$ cat config.mk
export PLATFORM = sky130hd
export DESIGN_NAME = spp_top
export DESIGN_NICKNAME = d
export VERILOG_FILES = /design/src/spp_pkg.sv /design/src/spp_rate_if.sv /design/src/spp_rate_gen.sv /design/src/spp_top.sv
export VERILOG_INCLUDE_DIRS = /design/src
export SDC_FILE = /design/constraint.sdc
export NUM_CORES = 1
export LEC_CHECK = 0
export BUFFER_PORTS_ARGS = -buffer_cell sky130_fd_sc_hd__buf_2
export CAP_MARGIN = 20
export CORE_MARGIN = 2
export CORE_UTILIZATION = 30
export CTS_CLUSTER_SIZE = 10
export DETAILED_ROUTE_END_ITERATION = 7
export PLACE_DENSITY = 0.51
export SLEW_MARGIN = 30
export SYNTH_ARGS = -nofsm -noshare
export SYNTH_HDL_FRONTEND = slang
export SYNTH_HIERARCHICAL = 1
export SYNTH_SLANG_ARGS = --single-unit
$ cat constraint.sdc
create_clock -name clk -period 3.93 [get_ports clk]
set_input_delay 0.9825 -clock clk [delete_from_list [all_inputs] [get_ports clk]]
set_output_delay 0.9825 -clock clk [all_outputs]
set_load 0.02 [all_outputs]
$ cat src/spp_consts.svh
`ifndef SPP_CONSTS_SVH
`define SPP_CONSTS_SVH

// register indices; the byte address on the bus is four times the index
`define SPP_IDX_CONTROL 6'h0a
`define SPP_IDX_STATUS 6'h0b
`define SPP_IDX_DATA 6'h0c
`define SPP_IDX_EVT_STATUS 6'h0d
`define SPP_IDX_EVT_CLEAR 6'h0e
`define SPP_IDX_EVT_ENABLE 6'h0f

// status register bit positions
`define SPP_ST_DONE 7
`define SPP_ST_WRITE_COLLISION_FLAG 6
`define SPP_ST_MODE_FAULT_FLAG 4

// event register bit positions
`define SPP_EV_DONE 0
`define SPP_EV_WRITE_COLLISION_FLAG 1
`define SPP_EV_MODE_FAULT_FLAG 2
`define SPP_EV_OVRN 3
`define SPP_EV_W 4

// reset values
`define SPP_CTL_RESET 8'h00
`define SPP_EV_RESET 4'h0

// half serial clock periods in processor clocks for rate codes 00..11
`define SPP_HALF_DIV2 5'h01
`define SPP_HALF_DIV4 5'h02
`define SPP_HALF_DIV16 5'h08
`define SPP_HALF_DIV32 5'h10

// clock edges in one byte frame, last edge index
`define SPP_LAST_EDGE 4'hf

// axi responses
`define SPP_RESP_OKAY 2'h0
`define SPP_RESP_SLVERR 2'h2

`endif

$ cat src/spp_pkg.sv
package spp_pkg;

  // master engine states
  typedef enum logic {
    SPP_IDLE,
    SPP_SHIFT
  } spp_state_e;

  // control register layout, bit 7 down to bit 0
  typedef struct packed {
    logic portInterruptEnable;
    logic portSystemEnable;
    logic wireOrMode;
    logic masterSelect;
    logic clockPolarity;
    logic clockPhase;
    logic rateSelectHigh;
    logic rateSelectLow;
  } spp_ctrl_s;

endpackage : spp_pkg

$ cat src/spp_rate_if.sv
`timescale 1ns/10ps
`default_nettype none

// rate select and run request to the divider, half period tick back
interface spp_rate_if;
  logic [1:0] rate;
  logic run;
  logic tick;
  modport gen (input rate, input run, output tick);
  modport user (output rate, output run, input tick);
endinterface : spp_rate_if

`default_nettype wire

$ cat src/spp_rate_gen.sv
`timescale 1ns/10ps
`default_nettype none
`include "spp_consts.svh"

module spp_rate_gen (
  input wire logic clk,
  input wire logic rst,
  spp_rate_if.gen rif
);

  logic [4:0] halfCnt;

  // half period length in processor clocks for a rate code
  function automatic logic [4:0] halfLen(input logic [1:0] code);
    case (code)
      2'h0: halfLen = `SPP_HALF_DIV2;
      2'h1: halfLen = `SPP_HALF_DIV4;
      2'h2: halfLen = `SPP_HALF_DIV16;
      default: halfLen = `SPP_HALF_DIV32;
    endcase
  endfunction : halfLen

  // one-cycle tick at every half serial clock period while running
  always_ff @(posedge clk or posedge rst) begin
    if (rst) begin
      halfCnt <= 5'h00;
      rif.tick <= 1'b0;
    end else if (!rif.run) begin
      halfCnt <= 5'h00;
      rif.tick <= 1'b0;
    end else if (halfCnt == halfLen(rif.rate) - 5'h01) begin
      halfCnt <= 5'h00;
      rif.tick <= 1'b1;
    end else begin
      halfCnt <= halfCnt + 5'h01;
      rif.tick <= 1'b0;
    end
  end

endmodule : spp_rate_gen

`default_nettype wire

$ cat src/spp_top.sv
`timescale 1ns/10ps
`default_nettype none
`include "spp_consts.svh"

// Behaviour
// - interrupt while done flag and enable set
// - system enable turns port on/off
// - master select: 1 master, 0 slave
// - phase with polarity picks sampling edge
// - master rate: divide by 2,4,16,32
// - rate ignored in slave mode
// - data write loads shift register directly
// - only master data write starts transfer
// - done flag set when byte completes
// - data read returns receive buffer
// - overrun when done still set; byte dropped
// - done clears: status read, data access
// - collision on data write while busy
// - mode fault clears: status read, control write
// - control bit 5 selects open drain
// - reset clears enables and flags
// - unused status bits read zero
module spp_top
  import spp_pkg::*;
#(
  parameter int ADDR_W = 8
) (
  input wire logic clk,
  input wire logic rst,
  input wire logic [ADDR_W-1:0] awaddr,
  input wire logic awvalid,
  output logic awready,
  input wire logic [31:0] wdata,
  input wire logic [3:0] wstrb,
  input wire logic wvalid,
  output logic wready,
  output logic [1:0] bresp,
  output logic bvalid,
  input wire logic bready,
  input wire logic [ADDR_W-1:0] araddr,
  input wire logic arvalid,
  output logic arready,
  output logic [31:0] rdata,
  output logic [1:0] rresp,
  output logic rvalid,
  input wire logic rready,
  input wire logic sckIn,
  output logic sckOut,
  output logic sckOe,
  input wire logic mosiIn,
  output logic mosiOut,
  output logic mosiOe,
  input wire logic misoIn,
  output logic misoOut,
  output logic misoOe,
  input wire logic selectN,
  output logic irq
);

  spp_rate_if rif ();

  spp_ctrl_s ctrl;
  spp_state_e state;
  logic transferDoneFlag;
  logic writeCollisionFlag;
  logic modeFaultFlag;
  logic doneArm;
  logic collisionArm;
  logic faultArm;
  logic [3:0] evtStatus;
  logic [3:0] evtEnable;
  logic [7:0] rxBuffer;
  logic [7:0] shiftReg;
  logic outBit;
  logic [3:0] edgeCnt;
  logic sckLevel;
  logic prevSck;
  logic awHeld;
  logic wHeld;
  logic [ADDR_W-1:0] awAddrQ;
  logic [31:0] wDataQ;
  logic [3:0] wStrbQ;
  logic next_awHeld;
  logic next_wHeld;
  logic next_rvalid;
  logic doWrite;
  logic arFire;
  logic ctrlWrite;
  logic dataWrite;
  logic statusRead;
  logic dataRead;
  logic dataAccess;
  logic slaveSel;
  logic masterOn;
  logic busy;
  logic fault;
  logic edgeEvt;
  logic sampleEdge;
  logic inBit;
  logic done;
  logic overrun;
  logic [7:0] rxByte;
  logic [31:0] readValue;
  logic readHit;
  logic next_sckLevel;
  logic next_outBit;

  // true when a word address selects the register index
  function automatic logic regHit(input logic [ADDR_W-1:0] addr, input logic [5:0] idx);
    regHit = (addr[ADDR_W-1:2] == (ADDR_W-2)'(idx));
  endfunction : regHit

  // divider runs only while the master engine shifts
  assign rif.rate = {ctrl.rateSelectHigh, ctrl.rateSelectLow};
  assign rif.run = (state == SPP_SHIFT);

  spp_rate_gen u_rate (
    .clk(clk),
    .rst(rst),
    .rif(rif)
  );

  // bus handshake terms
  assign doWrite = awHeld && wHeld && !bvalid;
  assign arFire = arvalid && arready;
  assign next_awHeld = (awvalid && awready) ? 1'b1 : (doWrite ? 1'b0 : awHeld);
  assign next_wHeld = (wvalid && wready) ? 1'b1 : (doWrite ? 1'b0 : wHeld);
  assign next_rvalid = arFire ? 1'b1 : ((rvalid && rready) ? 1'b0 : rvalid);

  // register access strobes with their side effects
  assign ctrlWrite = doWrite && regHit(awAddrQ, `SPP_IDX_CONTROL) && wStrbQ[0];
  assign dataWrite = doWrite && regHit(awAddrQ, `SPP_IDX_DATA) && wStrbQ[0];
  assign statusRead = arFire && regHit(araddr, `SPP_IDX_STATUS);
  assign dataRead = arFire && regHit(araddr, `SPP_IDX_DATA);
  assign dataAccess = dataRead || (doWrite && regHit(awAddrQ, `SPP_IDX_DATA));

  // port modes and transfer progress
  assign masterOn = ctrl.portSystemEnable && ctrl.masterSelect;
  assign slaveSel = ctrl.portSystemEnable && !ctrl.masterSelect && !selectN;
  assign fault = masterOn && !selectN;
  assign busy = (state == SPP_SHIFT) || (slaveSel && edgeCnt != 4'h0);
  assign edgeEvt = ((state == SPP_SHIFT) && rif.tick) || (slaveSel && sckIn != prevSck);
  assign sampleEdge = edgeCnt[0] ^ ~ctrl.clockPhase;
  assign inBit = ctrl.masterSelect ? misoIn : mosiIn;
  assign done = edgeEvt && edgeCnt == `SPP_LAST_EDGE;
  assign overrun = done && transferDoneFlag;
  assign rxByte = sampleEdge ? {shiftReg[6:0], inBit} : shiftReg;

  // next output bit: loaded by a data write, moved on each drive edge
  assign next_outBit = (dataWrite && !busy) ? wDataQ[7] :
      ((edgeEvt && !sampleEdge && !fault && (slaveSel || state == SPP_SHIFT)) ?
      shiftReg[7] : outBit);
  // next clock level; pins follow it at once, so at divide by 2 the
  // far side's bit has settled when the sampling pin edge appears
  assign next_sckLevel = (state == SPP_SHIFT && rif.tick && !done) ? ~sckLevel :
      ((state != SPP_SHIFT || done) ? ctrl.clockPolarity : sckLevel);

  // write address and data channels, taken in either order
  always_ff @(posedge clk or posedge rst) begin
    if (rst) begin
      awHeld <= 1'b0;
      wHeld <= 1'b0;
      awready <= 1'b0;
      wready <= 1'b0;
      awAddrQ <= '0;
      wDataQ <= 32'h00000000;
      wStrbQ <= 4'h0;
    end else begin
      awHeld <= next_awHeld;
      wHeld <= next_wHeld;
      awready <= !next_awHeld;
      wready <= !next_wHeld;
      if (awvalid && awready) begin
        awAddrQ <= awaddr;
      end
      if (wvalid && wready) begin
        wDataQ <= wdata;
        wStrbQ <= wstrb;
      end
    end
  end

  // write response, unmapped addresses answer with an error
  always_ff @(posedge clk or posedge rst) begin
    if (rst) begin
      bvalid <= 1'b0;
      bresp <= `SPP_RESP_OKAY;
    end else if (doWrite) begin
      bvalid <= 1'b1;
      if (regHit(awAddrQ, `SPP_IDX_CONTROL) || regHit(awAddrQ, `SPP_IDX_DATA) ||
          regHit(awAddrQ, `SPP_IDX_EVT_CLEAR) || regHit(awAddrQ, `SPP_IDX_EVT_ENABLE) ||
          regHit(awAddrQ, `SPP_IDX_STATUS) || regHit(awAddrQ, `SPP_IDX_EVT_STATUS)) begin
        bresp <= `SPP_RESP_OKAY;
      end else begin
        bresp <= `SPP_RESP_SLVERR;
      end
    end else if (bready) begin
      bvalid <= 1'b0;
    end
  end

  // read data selection
  always_comb begin
    readValue = 32'h00000000;
    readHit = 1'b1;
    if (regHit(araddr, `SPP_IDX_CONTROL)) begin
      readValue[7:0] = ctrl;
    end else if (regHit(araddr, `SPP_IDX_STATUS)) begin
      readValue[`SPP_ST_DONE] = transferDoneFlag;
      readValue[`SPP_ST_WRITE_COLLISION_FLAG] = writeCollisionFlag;
      readValue[`SPP_ST_MODE_FAULT_FLAG] = modeFaultFlag;
    end else if (regHit(araddr, `SPP_IDX_DATA)) begin
      readValue[7:0] = rxBuffer;
    end else if (regHit(araddr, `SPP_IDX_EVT_STATUS)) begin
      readValue[3:0] = evtStatus;
    end else if (regHit(araddr, `SPP_IDX_EVT_ENABLE)) begin
      readValue[3:0] = evtEnable;
    end else if (!regHit(araddr, `SPP_IDX_EVT_CLEAR)) begin
      readHit = 1'b0;
    end
  end

  // read channel, one outstanding read
  always_ff @(posedge clk or posedge rst) begin
    if (rst) begin
      rvalid <= 1'b0;
      arready <= 1'b0;
      rdata <= 32'h00000000;
      rresp <= `SPP_RESP_OKAY;
    end else begin
      rvalid <= next_rvalid;
      arready <= !next_rvalid;
      if (arFire) begin
        rdata <= readValue;
        rresp <= readHit ? `SPP_RESP_OKAY : `SPP_RESP_SLVERR;
      end
    end
  end

  // control register; a mode fault drops master mode
  always_ff @(posedge clk or posedge rst) begin
    if (rst) begin
      ctrl <= `SPP_CTL_RESET;
    end else begin
      if (ctrlWrite) begin
        ctrl <= spp_ctrl_s'(wDataQ[7:0]);
      end
      if (fault) begin
        ctrl.masterSelect <= 1'b0;
      end
    end
  end

  // arming by a status read; the following access clears
  always_ff @(posedge clk or posedge rst) begin
    if (rst) begin
      doneArm <= 1'b0;
      collisionArm <= 1'b0;
      faultArm <= 1'b0;
    end else begin
      if (statusRead && transferDoneFlag) begin
        doneArm <= 1'b1;
      end else if (dataAccess) begin
        doneArm <= 1'b0;
      end
      if (statusRead && writeCollisionFlag) begin
        collisionArm <= 1'b1;
      end else if (dataAccess) begin
        collisionArm <= 1'b0;
      end
      if (statusRead && modeFaultFlag) begin
        faultArm <= 1'b1;
      end else if (ctrlWrite) begin
        faultArm <= 1'b0;
      end
    end
  end

  // status flags, a set in the clearing cycle wins
  always_ff @(posedge clk or posedge rst) begin
    if (rst) begin
      transferDoneFlag <= 1'b0;
      writeCollisionFlag <= 1'b0;
      modeFaultFlag <= 1'b0;
    end else begin
      if (done) begin
        transferDoneFlag <= 1'b1;
      end else if (doneArm && dataAccess) begin
        transferDoneFlag <= 1'b0;
      end
      if (dataWrite && busy) begin
        writeCollisionFlag <= 1'b1;
      end else if (collisionArm && dataAccess) begin
        writeCollisionFlag <= 1'b0;
      end
      if (fault) begin
        modeFaultFlag <= 1'b1;
      end else if (faultArm && ctrlWrite) begin
        modeFaultFlag <= 1'b0;
      end
    end
  end

  // receive buffer keeps the older byte on overrun
  always_ff @(posedge clk or posedge rst) begin
    if (rst) begin
      rxBuffer <= 8'h00;
    end else if (done && !overrun) begin
      rxBuffer <= rxByte;
    end
  end

  // master engine: only a data write in master mode starts
  always_ff @(posedge clk or posedge rst) begin
    if (rst) begin
      state <= SPP_IDLE;
    end else begin
      case (state)
        SPP_IDLE: begin
          if (dataWrite && !busy && masterOn && !fault) begin
            state <= SPP_SHIFT;
          end
        end
        SPP_SHIFT: begin
          if (done || fault || !masterOn) begin
            state <= SPP_IDLE;
          end
        end
        default: begin
          state <= SPP_IDLE;
        end
      endcase
    end
  end

  // shift register and edge count
  always_ff @(posedge clk or posedge rst) begin
    if (rst) begin
      shiftReg <= 8'h00;
      edgeCnt <= 4'h0;
    end else if (dataWrite && !busy) begin
      shiftReg <= wDataQ[7:0];
      edgeCnt <= 4'h0;
    end else if (fault || (!slaveSel && state != SPP_SHIFT)) begin
      edgeCnt <= 4'h0;
    end else if (edgeEvt) begin
      edgeCnt <= edgeCnt + 4'h1;
      if (sampleEdge) begin
        shiftReg <= {shiftReg[6:0], inBit};
      end
    end
  end

  // output bit register
  always_ff @(posedge clk or posedge rst) begin
    if (rst) begin
      outBit <= 1'b0;
    end else begin
      outBit <= next_outBit;
    end
  end

  // master serial clock level, toggled on each half period tick
  always_ff @(posedge clk or posedge rst) begin
    if (rst) begin
      sckLevel <= 1'b0;
    end else begin
      sckLevel <= next_sckLevel;
    end
  end

  // previous serial clock input, for slave edge detection
  always_ff @(posedge clk or posedge rst) begin
    if (rst) begin
      prevSck <= 1'b0;
    end else if (slaveSel) begin
      prevSck <= sckIn;
    end else begin
      prevSck <= ctrl.clockPolarity;
    end
  end

  // pin drivers; open drain drives only a low level
  always_ff @(posedge clk or posedge rst) begin
    if (rst) begin
      sckOut <= 1'b0;
      sckOe <= 1'b0;
      mosiOut <= 1'b0;
      mosiOe <= 1'b0;
      misoOut <= 1'b0;
      misoOe <= 1'b0;
    end else begin
      sckOut <= next_sckLevel;
      mosiOut <= next_outBit;
      misoOut <= next_outBit;
      sckOe <= masterOn && !fault && (!ctrl.wireOrMode || !next_sckLevel);
      mosiOe <= masterOn && !fault && (!ctrl.wireOrMode || !next_outBit);
      misoOe <= slaveSel && (!ctrl.wireOrMode || !next_outBit);
    end
  end

  // sticky events, enables and write-one clear
  always_ff @(posedge clk or posedge rst) begin
    if (rst) begin
      evtStatus <= `SPP_EV_RESET;
      evtEnable <= `SPP_EV_RESET;
    end else begin
      if (doWrite && regHit(awAddrQ, `SPP_IDX_EVT_ENABLE) && wStrbQ[0]) begin
        evtEnable <= wDataQ[3:0];
      end
      for (int i = 0; i < `SPP_EV_W; i++) begin
        if (doWrite && regHit(awAddrQ, `SPP_IDX_EVT_CLEAR) && wStrbQ[0] && wDataQ[i]) begin
          evtStatus[i] <= 1'b0;
        end
      end
      if (done) begin
        evtStatus[`SPP_EV_DONE] <= 1'b1;
      end
      if (dataWrite && busy) begin
        evtStatus[`SPP_EV_WRITE_COLLISION_FLAG] <= 1'b1;
      end
      if (fault) begin
        evtStatus[`SPP_EV_MODE_FAULT_FLAG] <= 1'b1;
      end
      if (overrun) begin
        evtStatus[`SPP_EV_OVRN] <= 1'b1;
      end
    end
  end

  // interrupt line
  always_ff @(posedge clk or posedge rst) begin
    if (rst) begin
      irq <= 1'b0;
    end else begin
      irq <= (ctrl.portInterruptEnable && transferDoneFlag) || (|(evtStatus & evtEnable));
    end
  end

endmodule : spp_top

`default_nettype wire

# Word level (Yosys, flattened, before mapping)
# Index checks and enable logic that the tools add are counted.
[totals]
in_bits = 63
ff_bits = 92
wordCells = 239
[op_classes]
mux = 68
add_sub_neg = 3
n_reduce_logical = 100
bitwise = 5
eq_ne = 18
[op_table]
columns = ["cell", "n"]
rows = [
  ["$eq A6 B4 Y1 const B", 12],
  ["$logic_and A1 B1 Y1", 50],
  ["$mux W1", 46],
  ["$mux W8", 5],
  ["$mux W4", 8],
  ["$reduce_bool A2 Y1", 13],
  ["$mux W5", 4],
  ["$logic_not A1 Y1", 16],
  ["$logic_or A1 B1 Y1", 16],
  ["$pmux W5 S3", 1],
  ["$mux W2", 3],
  ["$add A5 B1 Y5 const B", 1],
  ["$eq A5 B5 Y1", 1],
  ["$sub A5 B1 Y5 const B", 1],
  ["$add A4 B1 Y4 const B", 1],
  ["$and A4 B4 Y4", 1],
  ["$eq A4 B4 Y1 const B", 1],
  ["$reduce_bool A4 Y1", 1],
  ["$reduce_or A4 Y1", 1],
  ["$not A1 Y1", 3],
  ["$reduce_bool A3 Y1", 1],
  ["$eq A2 B1 Y1 const B", 1],
  ["$eq A2 B2 Y1 const B", 1],
  ["$logic_not A2 Y1", 1],
  ["other kinds (5)", 5],
]

# Logic depth before layout (Yosys ltp)
[depth]
word_depth = 13
mapped_depth = 9
depth_no_buf = 6

# Hierarchy
# Netlist, hierarchy kept.
[modules_own_cells]
columns = ["mod", "cells_each", "seq_area_each_um2", "area_per_inst_um2", "instances"]
rows = [
  ["spp_top", 377, 2052.0, 3937.5, 1],
  ["spp_rate_gen", 32, 150.1, 346.6, 1],
]

# Worst setup path before layout
# OpenSTA, ideal clock, no wires.
[synth_path]
path_kind = "input to register"
from = "in selectN"
to = "reg rxBuffer[0]"
path_stages = 5
required_time_ns = 3.805
setup_time_ns = 0.125
arrival_time_ns = 2.334
path_slack_ns = 1.471
path_cell_list = "or3b_1 > buf_6 > o21ai_4 > nor3b_4 > mux2_2"
[synth_via]
elab_chain_len = 8
[synth_rtl]
columns = ["item", "line", "text"]
rows = [
  ["start: declaration", "spp_top.sv:56", "input wire logic selectN,"],
  ["$logic_not A1 Y1 (*)", "spp_top.sv:139", "assign slaveSel = ctrl.portSystemEnable && !ctrl.masterSelect && !selectN;"],
  ["$logic_and A1 B1 Y1 (*)", "spp_top.sv:139", ""],
  ["$logic_and A1 B1 Y1 (*)", "spp_top.sv:142", "assign edgeEvt = ((state == SPP_SHIFT) && rif.tick) || (slaveSel && sckIn != prevSck);"],
  ["$logic_or A1 B1 Y1 (*)", "spp_top.sv:142", ""],
  ["$logic_and A1 B1 Y1 (no line) (*)", "-", ""],
  ["$logic_and A1 B1 Y1", "spp_top.sv:146", "assign overrun = done && transferDoneFlag;"],
  ["$logic_not A1 Y1", "spp_top.sv:308", "end else if (done && !overrun) begin"],
  ["$logic_and A1 B1 Y1 (*)", "spp_top.sv:308", ""],
  ["end signal: assignment", "spp_top.sv:309", "rxBuffer <= rxByte;"],
  ["end: declaration", "spp_top.sv:72", "logic [7:0] rxBuffer;"],
]
# Every way passes the cells marked *; elsewhere a longest branch is shown, timed or not.
# A chain may end at the register's enable or synchronous reset.

# Worst setup path in the final report
# Same ends and word-level chain as after synthesis.

==> flow_summary.toml <==
[routing]
drcViolationCount = 0
routed-via-count = 3027
dr.pass1.iters = 4
detail_route.wl_per_cell_um = 15.35
drt-total-wl_um = 9884
postRouteAntennaNets = 0
viasPerCell = 4.700
drt-initial-drc-count = 156

[global_route]
grt_util_met3_pct = 3.552
met2_usage_pct = 21.15
grt_use_total_pct = 14.22
grt_pass1_vias = 3031
top_usage_layer = "met2"
grt_use_met1_pct = 19.73
grt_max_degree = 33
grt_pass1_wl_um = 16040
antenna_found_initial = 0
overflow = 0

[yosys]
synth-xor-area-share_pct = 2.453
async_reset_ff_share_pct = 100.0
yosys_warnings = 6
syn_avg_cell_area_um2 = 10.47
synth-seq-cells = 88
syn_area_mm2 = 0.004284
synth_simple_gate_area_share_pct = 13.73
synth_ff_type = "dfrtp_1"
synth_cells = 409
synth_top_family_by_area = "simple AND/OR/NAND/NOR gates"
synth_compound_area_share_pct = 12.59
synth_edf_count = 0
synth.area.top_cells = "dfrtp_1, mux2_2, buf_4"
synth_cell_types = 52
synthMuxAreaShare_pct = 10.78
synth_top_area_cell = "dfrtp_1"
synth_top_cell_area_share_pct = 51.40
ys_seq_area_share_pct = 51.40
synth_fa_ha_area_share_pct = 1.168

[cts]
cts_hold_buf = 0
clk_path_buf_depth = 2
clk_pin_slew_ps = 60
cts_tree = "done"
htreeDepth = 3
clock_sinks = 88
cts_resized = 0
clk_latency_ps = 350
clockRootBuffer = "clkbuf_16"
post_cts_buffers = 0
cts_buffers = 9

[worst_setup_path]
arrival_ps = 2780
endpoint_kind = "flop"
cp-start-kind = "input port"
slowest_stage = "nor3b_4"
max_stage_delay_ps = 540
cp_max_fo = 15
timing_worst_setup_path_type = "input port to flop"
cp.required_ps = 4160
path_cells = "buf_2, or3b_1, o21ai_4, nor3b_4, mux2_2"

[sta]
drv_slew = 0
min_period_ps = 2547
tightest_slew_ps = 728.4
skew_ps = 10.65
fmax_mhz = 392.6
rsz0062_at_grt = "false"
hold_violations = 0
tns_ps = 0
setup_viol = 0
min_period_over_period_pct = 64.82
slew-limit-headroom_pct = 51.28

[power]
comb_power_share_pct = 22.3
switchingPower_mw = 0.9037
p_sw_share_pct = 33.48
p_leak_nw = 2.260
pwr-share-seq_pct = 48.6
p_per_area_mw_per_mm2 = 553.4
ir_drop_mv = 0.2235
internal-power_mw = 1.796
p_clk_share_pct = 29.0
fin_total_pwr_mw = 2.699

[placement]
place.gp.congestion = 0.8067
hpwl_um = 7401
place_area_mm2 = 0.004614
dp_cells = 629
portBuffers = 53

[layout]
fin_cells = 644
n_antenna_cell = 0
final_nets = 527
multi_input_area_mm2 = 0.001842
finish.instance_area_mm2 = 0.004877
area_delta_synth_final_pct = 13.84
nFillCells = 1418
drive_gt1_share_pct = 23.49
seqCellArea_mm2 = 0.002202

[die]
core.rowCount = 43
fp.dieH_um = 123.5
die_w_um = 123.5
initial_core_util_pct = 30.74
ios = 111
die_area_mm2 = 0.01525
coreArea_mm2 = 0.01393

[status]
status = "finished, final reports clean"

[run]
drv_cap = 0

[worst_hold_path]
hp-class = "flop to flop"
==> cell type report <==
cell class                      instances  area share [%]
Multi-Input combinational cell        289           37.76
Tap cell                              180           4.618
Clock buffer                           10           4.695
Timing Repair Buffer                   55           5.747
Sequential cell                        88           45.15
Inverter                               17           1.334
Clock inverter                          5          0.6927
==> power by group through the flow <==
stage	registers, mW	logic [mW]	clock network [mW]
global route	1.35	0.679	0.850
finish	1.31	0.603	0.783
detailed placement	1.33	0.612	0
floorplan	1.28	0.459	0
CTS	1.32	0.614	0.808
global placement	1.32	0.592	0
==> path summary, 6_finish.rpt <==
path                                      start                          end  slack (ps)  cells past startpoint
min in group asynchronous                   rst  u_rate/halfCnt[1]$_DFF_PP0_         570                      2
setup / recovery                        selectN      rxBuffer[0]$_DFFE_PP0P_        1380                      5
hold reg to reg            rdata[0]$_DFFE_PP0P_         rdata[0]$_DFFE_PP0P_         480                      2
hold / removal             rdata[0]$_DFFE_PP0P_         rdata[0]$_DFFE_PP0P_         480                      2
setup reg to reg            ctrl[4]$_DFFE_PP0P_      rxBuffer[0]$_DFFE_PP0P_        1610                      4
max in group asynchronous                   rst       awAddrQ[5]$_DFFE_PP0P_        2570                      3
==> worst max-delay path: cells and delay by family <==
kind	cells	cell delay, ps
AND/OR/NAND/NOR	2	1010
multiplexers	1	400
buffers and inverters	1	110
AO/OA/AOI/OAI	1	270
==> through the flow <==
stage / utilization [%] / hold WS, ps / setup WS [ps]
2_1_floorplan: - / 465.7 / 839.1
3_3_place_gp: 33.11 / 458.2 / 1000
3_5_place_dp: 33.11 / 466.1 / 1021
4_1_cts: 35.00 / 480.3 / 1379
5_1_grt: 35.00 / 509.6 / 1170
6_report: 35.00 / 481.4 / 1383
==> layout by cell type (no fill, tap or decap), types with 7 or more instances in the layout <==
cell type	count
mux2i_1	9
nor2_1	29
xor2_1	7
dfrtp_1	88
a21oi_1	20
mux2_2	33
nand2_1	54
inv_1	16
buf_2	53
a31oi_1	10
conb_1	26
nand3_1	9
clkbuf_16	9
o21ai_0	15
==> kinds of logic after synthesis <==
kind of cell               after synthesis
other                                    1
and+or+nand+nor                        124
buffers and inverters                   57
muxes                                   42
xor gates and xnor gates                12
AOI/OAI and AO/OA                       81
DFF                                     88
adders and majority gates                4
==> synth_stat cells, drive strengths merged (4+ instances only) <==
cell type and number:
a211oi 4, a21o 5, a21oi 20, a22o 6, a22oi 4, a31oi 10
buf 32, clkbuf 8, dfrtp 88, ha 4, inv 17, mux2 33
mux2i 9, nand2 54, nand2b 4, nand3 9, nor2 29, nor3 4
nor3b 6, o21ai 16, xnor2 5, xor2 7
==> metal layers <==
| layer | share of wire (%) | vias to the layer above |
|---|---|---|
| met5 | 0 | - |
| met4 | 2.1 | 0 |
| met3 | 4.7 | 11 |
| met2 | 45 | 78 |
| met1 | 48 | 1453 |
| li1 | - | 1485 |
==> flip-flops by register name, indices dropped and copies added (netlist names), 4 cells and up <==
register	cells
rxBuffer	8
rdata	8
wDataQ	8
awAddrQ	6
ctrl	8
edgeCnt	4
evtStatus	4
u_rate/halfCnt	5
evtEnable	4
shiftReg	8
Power figures use the tool's default switching activity.
